[config.mk]
export PLATFORM = sky130hd
export DESIGN_NAME = scfg_strap_loader
export DESIGN_NICKNAME = d
export VERILOG_FILES = /design/src/logic/scfg_pkg.sv /design/src/logic/scfg_out_lane.sv /design/src/logic/scfg_strap_loader.sv
export SDC_FILE = /design/constraint.sdc
export NUM_CORES = 1
export LEC_CHECK = 0
export BUFFER_PORTS_ARGS = -buffer_cell sky130_fd_sc_hd__buf_4
export CORE_ASPECT_RATIO = 0.5
export CORE_MARGIN = 4
export CORE_UTILIZATION = 45
export CTS_CLUSTER_DIAMETER = 50
export DETAILED_ROUTE_END_ITERATION = 6
export PLACE_DENSITY = 0.71
export SETUP_SLACK_MARGIN = 0.3
export SYNTH_ARGS = -nofsm -noshare
export SYNTH_HDL_FRONTEND = slang
export SYNTH_HIERARCHICAL = 1
export SYNTH_SLANG_ARGS = --single-unit
[constraint.sdc]
create_clock -name mclk -period 2.8 [get_ports mclk]
set_input_delay 0.14 -clock mclk [delete_from_list [all_inputs] [get_ports mclk]]
set_output_delay 0.14 -clock mclk [all_outputs]
set_load 0.01 [all_outputs]
[src/logic/scfg_pkg.sv]
// ============================================================
// shared constants for the strap configuration loader
package scfg_pkg;
    // clock of the logic
    localparam int MCLK_PERIOD_NS = 50;
    // strap vector layout, captured in strap_capture_status
    localparam int STRAP_W = 5;
    localparam int STRAP_IF0_BIT = 0;
    localparam int STRAP_IF1_BIT = 1;
    localparam int STRAP_AC0_BIT = 2;
    localparam int STRAP_AC1_BIT = 3;
    localparam int STRAP_TEST_BIT = 4;
    localparam logic [4:0] STRAP_RESET = 5'h00;
    // host interface selection
    localparam logic [1:0] IF_SPI = 2'h3;
    localparam logic [4:0] I2C_ADDR_UPPER = 5'h1b;
    // auto configurations
    localparam logic [1:0] AC_CFG0 = 2'h0;
    localparam logic [1:0] AC_CFG1 = 2'h1;
    localparam logic [1:0] AC_CFG2 = 2'h2;
    localparam logic [1:0] AC_CFG3 = 2'h3;
    // output signal formats
    localparam logic [1:0] FMT_OFF = 2'h0;
    localparam logic [1:0] FMT_CML = 2'h1;
    localparam logic [1:0] FMT_HSTL = 2'h2;
    localparam logic [1:0] FMT_LVCMOS = 2'h3;
    // output frequencies in MHz
    localparam logic [6:0] FREQ_NONE = 7'h00;
    localparam logic [6:0] FREQ_PCIE_MHZ = 7'h64;
    localparam logic [6:0] FREQ_REF_MHZ = 7'h19;
    localparam logic [6:0] XTAL_FREQ_MHZ = 7'h19;
    // reference input select field
    localparam logic [1:0] REF_SEL_XTAL = 2'h1;
    localparam logic [1:0] REF_SEL_OSC = 2'h2;
    localparam logic [1:0] REF_SEL_RESET = REF_SEL_XTAL;
    localparam logic [1:0] DRIVE_RESET = 2'h0;
    // phase resolution: one period of the 600 MHz internal pll clock
    localparam int PLL_CLK_MHZ = 600;
    localparam logic [10:0] PHASE_STEP_PS = 11'h683;
    localparam int N_OUT = 3;
    localparam int PH_W = 8;
    localparam int OFS_W = 16;
    localparam logic [15:0] OFS_RESET = 16'h0000;
endpackage : scfg_pkg

[src/logic/scfg_out_lane.sv]
`timescale 1ns/1ns
// ============================================================
// one output lane: polarity, drive, stop and phase offset
module scfg_out_lane
    import scfg_pkg::*;
#(
    parameter int PHW = PH_W,
    parameter int OW = OFS_W
) (
    input wire logic mclk,
    input wire logic rst,
    input wire logic lane_en,
    input wire logic lane_stop,
    input wire logic [1:0] fmt_in,
    input wire logic pll_clk_level,
    input wire logic out_invert,
    input wire logic [1:0] drive_sel,
    input wire logic phase_en,
    input wire logic [PHW-1:0] phase_amount,
    input wire logic adjust_fire,
    input wire logic align_mode,
    output logic driver_data,
    output logic [1:0] driver_drive,
    output logic driver_on,
    output logic [OW-1:0] phase_offset
);
    logic lvl_q, lvl_d;
    logic on_q, on_d;
    logic [1:0] drv_q, drv_d;
    logic [OW-1:0] ofs_q, ofs_d;
    logic [OW-1:0] amt_ext;
    logic active;

    // ============================================================
    // next values
    assign active = lane_en && (fmt_in != FMT_OFF);
    assign amt_ext = OW'($signed(phase_amount));
    always_comb begin
        lvl_d = lvl_q;
        on_d = active;
        drv_d = drive_sel;
        ofs_d = ofs_q;
        // stop freezes the driver level so the pin never sees a runt pulse
        if (!lane_stop) begin
            lvl_d = active & (pll_clk_level ^ out_invert);
        end
        // alignment restarts from the amount, adjustment adds to the last phase
        if (adjust_fire && phase_en) begin
            if (align_mode) begin
                ofs_d = amt_ext;
            end else begin
                ofs_d = OW'(ofs_q + amt_ext);
            end
        end
    end

    // ============================================================
    // registers
    always_ff @(posedge mclk) begin
        if (rst) begin
            lvl_q <= 1'b0;
            on_q <= 1'b0;
            drv_q <= DRIVE_RESET;
            ofs_q <= OFS_RESET;
        end else begin
            lvl_q <= lvl_d;
            on_q <= on_d;
            drv_q <= drv_d;
            ofs_q <= ofs_d;
        end
    end

    assign driver_data = lvl_q;
    assign driver_on = on_q;
    assign driver_drive = drv_q;
    assign phase_offset = ofs_q;
endmodule : scfg_out_lane

[src/logic/scfg_strap_loader.sv]
`timescale 1ns/1ns
// ============================================================
// strap capture, configuration decode and output setup
// Notes on behaviour
// the five straps are sampled once, when the reset pin rises, and drive the configuration.
// after the reset pin rises the interface straps become the spi miso and csn pins.
// the sampled straps are kept in the strap capture status for software to read.
// a sampled test strap of one enters test mode, so the board holds it low.
// interface straps 00, 01, 10 give i2c addresses 1101100..1101110, and 11 gives spi.
// the auto-config straps pick one of four output setups of cml, hstl and lvcmos clocks.
// every auto-config picks the 25 MHz crystal on the two crystal pins as reference.
// reference select 10 turns crystal pin a into a single-ended oscillator input.
// reference select 01 turns on the on-chip crystal driver.
// an output invert bit of one inverts the clock fed to that output driver.
// each output drive field picks one of four drive strengths.
// each output has its own enable, stop and alignment controls.
// phase control uses one global control with a per-output phase amount.
// one phase step is one 600 MHz internal pll period, 1.667 ns.
// captured straps and the decoded setup hold until the next reset pin pulse.
module scfg_strap_loader
    import scfg_pkg::*;
#(
    parameter int NO = N_OUT,
    parameter int PHW = PH_W,
    parameter int OW = OFS_W
) (
    input wire logic mclk,
    input wire logic rst,
    input wire logic active_low_reset_pin,
    input wire logic test_strap_pin,
    input wire logic [1:0] auto_config_select,
    input wire logic if1_miso_in,
    output logic if1_miso_out,
    output logic if1_miso_oe,
    input wire logic if0_csn_in,
    input wire logic spi_miso_data,
    input wire logic spi_miso_drive,
    output logic spi_csn_n,
    output logic strap_phase,
    output logic config_valid,
    output logic [STRAP_W-1:0] strap_capture_status,
    output logic test_mode,
    output logic host_is_spi,
    output logic [6:0] i2c_address,
    output logic [1:0] auto_config,
    input wire logic ref_sel_wr,
    input wire logic [1:0] ref_sel_wdata,
    output logic [1:0] reference_input_select,
    output logic xtal_driver_en,
    output logic crystal_pin_a_se_en,
    output logic [6:0] ref_freq_mhz,
    input wire logic pll_clk_level,
    input wire logic [NO-1:0] lane_en,
    input wire logic [NO-1:0] lane_stop,
    input wire logic [NO-1:0] output_invert,
    input wire logic [NO-1:0][1:0] drive_sel,
    input wire logic pa_arm,
    input wire logic pa_trigger,
    input wire logic pa_cancel,
    input wire logic pa_align_mode,
    output logic pa_armed,
    input wire logic [NO-1:0] phase_en,
    input wire logic [NO-1:0][PHW-1:0] output_phase_amount,
    output logic [10:0] phase_step_ps,
    output logic [NO-1:0][1:0] out_format,
    output logic [NO-1:0][6:0] out_freq_mhz,
    output logic [NO-1:0] driver_data,
    output logic [NO-1:0][1:0] driver_drive,
    output logic [NO-1:0] driver_on,
    output logic [NO-1:0][OW-1:0] phase_offset
);
    typedef enum logic [1:0] {
        SCFG_HOLD = 2'b01,
        SCFG_RUN = 2'b10
    } scfg_state_t;

    scfg_state_t state_q, state_d;
    // two-stage synchronisers; stage one is read only by stage two
    logic [STRAP_W+1:0] sync1_q, sync2_q;
    logic rst_pin_prev_q;
    logic [STRAP_W-1:0] straps_now;
    logic rst_pin_s;
    logic csn_s;
    logic capture;
    logic [STRAP_W-1:0] status_q, status_d;
    logic [1:0] ref_q, ref_d;
    logic arm_prev_q, trig_prev_q, armed_q, armed_d;
    logic fire;
    logic [1:0] ifsel;
    logic [NO-1:0][1:0] fmt;
    logic [NO-1:0][6:0] freq;

    // ============================================================
    // pin synchronisers
    always_ff @(posedge mclk) begin
        if (rst) begin
            sync1_q <= '1;
            sync2_q <= '1;
            rst_pin_prev_q <= 1'b1;
        end else begin
            sync1_q <= {if0_csn_in, active_low_reset_pin, test_strap_pin,
                        auto_config_select, if1_miso_in, if0_csn_in};
            sync2_q <= sync1_q;
            rst_pin_prev_q <= sync2_q[STRAP_W];
        end
    end
    assign straps_now = sync2_q[STRAP_W-1:0];
    assign rst_pin_s = sync2_q[STRAP_W];
    assign csn_s = sync2_q[STRAP_W+1];
    // a rising reset pin is the only capture moment
    assign capture = (state_q == SCFG_HOLD) && rst_pin_s && !rst_pin_prev_q;

    // ============================================================
    // strap role / normal role sequencer
    always_comb begin
        state_d = state_q;
        status_d = status_q;
        case (state_q)
            SCFG_HOLD: begin
                if (capture) begin
                    status_d = straps_now;
                    state_d = SCFG_RUN;
                end
            end
            SCFG_RUN: begin
                // status is left alone here, only a new capture replaces it
                if (!rst_pin_s) begin
                    state_d = SCFG_HOLD;
                end
            end
            default: begin
                state_d = SCFG_HOLD;
            end
        endcase
    end

    always_ff @(posedge mclk) begin
        if (rst) begin
            state_q <= SCFG_HOLD;
            status_q <= STRAP_RESET;
        end else begin
            state_q <= state_d;
            status_q <= status_d;
        end
    end

    assign strap_phase = (state_q == SCFG_HOLD);
    assign config_valid = (state_q == SCFG_RUN);
    assign strap_capture_status = status_q;

    // ============================================================
    // dual-function pins after release
    // miso only drives in the normal role, so it never fights the strap resistor
    assign if1_miso_oe = config_valid && host_is_spi && spi_miso_drive;
    assign if1_miso_out = spi_miso_data;
    assign spi_csn_n = config_valid ? csn_s : 1'b1;

    // ============================================================
    // interface and auto-config decode
    assign ifsel = {status_q[STRAP_IF1_BIT], status_q[STRAP_IF0_BIT]};
    assign test_mode = status_q[STRAP_TEST_BIT];
    assign host_is_spi = (ifsel == IF_SPI);
    assign i2c_address = {I2C_ADDR_UPPER, ifsel};
    assign auto_config = {status_q[STRAP_AC1_BIT], status_q[STRAP_AC0_BIT]};

    // output formats per configuration
    always_comb begin
        fmt = '0;
        freq = '0;
        fmt[0] = FMT_CML;
        freq[0] = FREQ_PCIE_MHZ;
        freq[1] = FREQ_NONE;
        freq[2] = FREQ_NONE;
        case (auto_config)
            AC_CFG0: begin
                fmt[1] = FMT_OFF;
            end
            AC_CFG1: begin
                fmt[1] = FMT_CML;
                freq[1] = FREQ_PCIE_MHZ;
            end
            AC_CFG2: begin
                fmt[1] = FMT_HSTL;
                freq[1] = FREQ_PCIE_MHZ;
            end
            AC_CFG3: begin
                fmt[1] = FMT_CML;
                freq[1] = FREQ_PCIE_MHZ;
                fmt[2] = FMT_LVCMOS;
                freq[2] = FREQ_REF_MHZ;
            end
            default: begin
                fmt[1] = FMT_OFF;
            end
        endcase
    end
    assign out_format = fmt;
    assign out_freq_mhz = freq;

    // ============================================================
    // reference input select and phase arming
    always_comb begin
        ref_d = ref_q;
        armed_d = armed_q;
        if (capture) begin
            ref_d = REF_SEL_XTAL;
        end else if (ref_sel_wr && config_valid) begin
            ref_d = ref_sel_wdata;
        end
        // cancel beats a fresh arm, fire disarms
        if (pa_cancel || fire) begin
            armed_d = 1'b0;
        end else if (pa_arm && !arm_prev_q) begin
            armed_d = 1'b1;
        end
    end

    always_ff @(posedge mclk) begin
        if (rst) begin
            ref_q <= REF_SEL_RESET;
            armed_q <= 1'b0;
            arm_prev_q <= 1'b0;
            trig_prev_q <= 1'b0;
        end else begin
            ref_q <= ref_d;
            armed_q <= armed_d;
            arm_prev_q <= pa_arm;
            trig_prev_q <= pa_trigger;
        end
    end

    assign reference_input_select = ref_q;
    assign xtal_driver_en = (ref_q == REF_SEL_XTAL);
    assign crystal_pin_a_se_en = (ref_q == REF_SEL_OSC);
    assign ref_freq_mhz = XTAL_FREQ_MHZ;
    assign fire = armed_q && pa_trigger && !trig_prev_q;
    assign pa_armed = armed_q;
    // offsets count in whole internal pll periods of this size
    assign phase_step_ps = PHASE_STEP_PS;

    // ============================================================
    // output lanes
    for (genvar i = 0; i < NO; i++) begin : g_lane
        scfg_out_lane #(
            .PHW(PHW),
            .OW(OW)
        ) u_lane (
            .mclk(mclk),
            .rst(rst),
            .lane_en(lane_en[i]),
            .lane_stop(lane_stop[i]),
            .fmt_in(fmt[i]),
            .pll_clk_level(pll_clk_level),
            .out_invert(output_invert[i]),
            .drive_sel(drive_sel[i]),
            .phase_en(phase_en[i]),
            .phase_amount(output_phase_amount[i]),
            .adjust_fire(fire),
            .align_mode(pa_align_mode),
            .driver_data(driver_data[i]),
            .driver_drive(driver_drive[i]),
            .driver_on(driver_on[i]),
            .phase_offset(phase_offset[i])
        );
    end
endmodule : scfg_strap_loader

==> metrics.txt <==
largest net degree at the start of global routing=47; CTS clk-pin slew, worst paths=70 ps; Post-synth top flop=dfxtp_1; Final setup viols=0; TritonCTS Buffers=9; FF+latch count, synth=85; first-pass detailed-route iteration total=5; Worst Hold Path Cells=2; status=completed; Ys Warns=6; r2r worst-path depth=8; Min Hold Slack=10.3 ps; fin cells=1017; DIE WIDTH=170 um; initial antenna violation count=0; reg2reg end=g_lane[2].u_lane/phase_offset[10]; Sink Count=85; fill count=1169; diode count=0; Hold Fails Final Rpt=0; Cells after Synth=708; setup bufs post-CTS=0; grt total ovfl=0; crit path max-delay cell type=fa_1; ys async rst share=0; Slew @ Worst Pin=628 ps; vias per cell=5.34; WP depth=8; Worst Skew=8.71 ps; layout cells sized above 1=0.255; I/O Buffers=148; critical path's top delay family=compound AO/OA/AOI/OAI gates; largest area contributor in the netlist=dfxtp_1; Worst setup SP type=flop; Netlist cell types=63; GPL Wtd Cong=0.873; crit path buf inv count=0; clk_lat worst skew=340 ps; HP Class=input port to flop; Worst Hold Endpoint=g_lane[0].u_lane/driver_drive[0]; # rows=29; first-pass GRT wire length=24.5 mm; H-tree Lvls=3; Critical Path End Type=flop; per-cell routed wire length=14.9 um; post-route clock period utilization=0.833; Max Cap Viol=0; post-detail-place hpwl=11.3 mm; Starting Density=0.462; worst hold path startpoint=drive_sel[0]; synth top area cells=dfxtp_1 (29%), ha_1 (9.6%), buf_4 (6.6%); DRT iter0 DRCs=379; maximum buffer depth of the clock tree=2; Reg area=1700 um2; setup TNS=0 ps; Crit Path Class=flop to flop; P_leak=3.32 nW; unrepaired setup endpoints after global routing=no; area delta synth->final=23.5%; Vias=5431; maximum fanout along the worst path=3; Layout Nets=950; DRT antenna net count=0; DIE AREA=15100 um2; slew margin rel.=0.581; drt total wl=15.2 mm; vias in the first global route=5062; Placeable Area=12700 um2; CTS tree=done; post-synth top area share=0.289; Fmax achieved=429 MHz; area occupied by multi-input gates=3740 um2; power consumption=2.96 mW; Max stage delay on crit path=450 ps; VDD IR max=0.000282 V; Max Slew Vio Count=0; synthesized area per cell=8.30 um2; Arr. time, crit path=2590 ps; Tmin final=2330 ps; CP Cell Sequence=ha_1 -> fa_1 -> a211oi_2 -> o21bai_1 -> a211oi_2 -> o21ai_0 -> xnor2_1 -> o21ai_0; placed cells=994; Total GRT Usage=0.198; DR DRC count=0; Post-Synthesis Cell Area=5880 um2; CTS root buf=clkbuf_16; Critical Path RT=3060 ps; Die Ht=88.8 um; post-layout util=0.570; Reg-to-Reg Start=g_lane[2].u_lane/phase_offset[0]; PwrDens=407 nW/um2; post-synthesis sequential area ratio=0.289; Ports=191; slack of the worst reg-to-reg path=470 ps; number of synthesized flops with an enable pin=0
metrics by stage:
stage	cell area (um2)	setup slack (ps)
CTS	7260	316
finish	7260	468
global placement	6880	392
global route	7260	301
floorplan	6030	607
detailed placement	6880	355
report_power, final:
group          internal, mW  total (mW)  switching [mW]  leakage, nW
Sequential             1.24        1.26          0.0189        0.692
Combinational         0.210       0.477           0.267         2.47
Clock                 0.714        1.22           0.506        0.152
Total                  2.16        2.96           0.792         3.32
synthesized netlist by cell type, drive strengths merged, types with 2 or more instances:
library cell and count:
a2111oi 2, a211oi 22, a21boi 2, a21o 18, a21oi 53, a22o 2
a311oi 2, a31oi 17, a32o 2, a41oi 2, and2 6, and2b 2
and3 8, buf 60, clkbuf 20, clkinv 2, conb 2, dfxtp 85
fa 3, ha 45, inv 16, mux2i 15, nand2 44, nand3 23
nand3b 2, nand4 5, nor2 64, nor2b 12, nor3 16, nor4 4
nor4b 4, o211a 4, o211ai 8, o21a 5, o21ai 62, o21bai 6
o221ai 2, o311ai 7, o41ai 2, or2 15, or3 2, xnor2 21
xor2 8
cell type report:
type / count / share of cell area
Timing Repair Buffer: 163 / 0.171
Inverter: 18 / 0.00931
Multi-Input combinational cell: 565 / 0.515
Sequential cell: 85 / 0.234
Clock inverter: 6 / 0.00862
Tap cell: 170 / 0.0293
Clock buffer: 10 / 0.0329
flip-flops by register name, indices dropped and copies added, names as in the netlist, 2 cells and up:
name,count
g_lane.u_lane/phase_offset,48
g_lane.u_lane/driver_drive,6
sync1_q,6
sync2_q,6
strap_capture_status,5
g_lane.u_lane/driver_data,3
g_lane.u_lane/driver_on,3
reference_input_select,2
state_q,2
logic make-up after synthesis:
group	synth area share
XOR/XNOR	0.0432
multiplexers	0.0255
AND/OR/NAND/NOR	0.174
other	0.00128
AO/OA/AOI/OAI	0.259
adder cells (fa/ha/maj)	0.106
buffers and inverters	0.101
flip-flops	0.289
how the worst max path moves through the flow:
stage	startpoint	endpoint	slack, ps
3_3_place_gp	g_lane[2].u_lane/phase_offset[0]	g_lane[2].u_lane/phase_offset[10]	390
5_1_grt	g_lane[2].u_lane/phase_offset[0]	g_lane[2].u_lane/phase_offset[14]	300
3_5_place_dp	g_lane[2].u_lane/phase_offset[0]	g_lane[2].u_lane/phase_offset[10]	350
4_1_cts	g_lane[2].u_lane/phase_offset[0]	g_lane[2].u_lane/phase_offset[10]	320
2_1_floorplan	g_lane[2].u_lane/phase_offset[0]	g_lane[2].u_lane/phase_offset[10]	610
6_report	g_lane[2].u_lane/phase_offset[0]	g_lane[2].u_lane/phase_offset[10]	470
placed cells by master (no fill, tap or decap), types with 3 or more instances in the layout:
cell,n
buf_4,156
dfxtp_1,85
nor2_1,64
o21ai_0,51
a21oi_1,46
ha_1,45
nand2_1,44
conb_1,42
nand3_1,23
xnor2_1,21
a211oi_1,18
a31oi_1,17
nor3_1,16
inv_1,16
a21o_1,16
mux2i_1,15
or2_2,14
nor2b_1,12
clkbuf_16,9
o211ai_1,8
xor2_1,8
a21oi_2,7
dlygate4sd3_1,7
and2_1,6
and3_1,6
o21ai_1,6
o21bai_1,6
o21ai_2,5
o21a_1,5
nand4_1,5
o311ai_0,5
a211oi_2,4
o211a_1,4
nor4b_1,4
nor4_1,3
clkinv_2,3
fa_1,3
routing by layer:
| layer | up-vias | wire length [um] | global-route usage |
|---|---|---|---|
| li1 | 2755 | - | - |
| met1 | 2517 | 6660 | 0.245 |
| met2 | 145 | 7520 | 0.361 |
| met3 | 14 | 827 | 0.0366 |
| met4 | 0 | 175 | 0.0489 |
| met5 | - | 0 | 0 |
repair_timing:
action,4_1_cts,5_1_grt
setup endpoints to repair,0,3
hold buffers,7,0
endpoints found under the hold margin,7,0
gates resized for setup,0,1
Note: power is estimated with default switching activity, not from simulation.
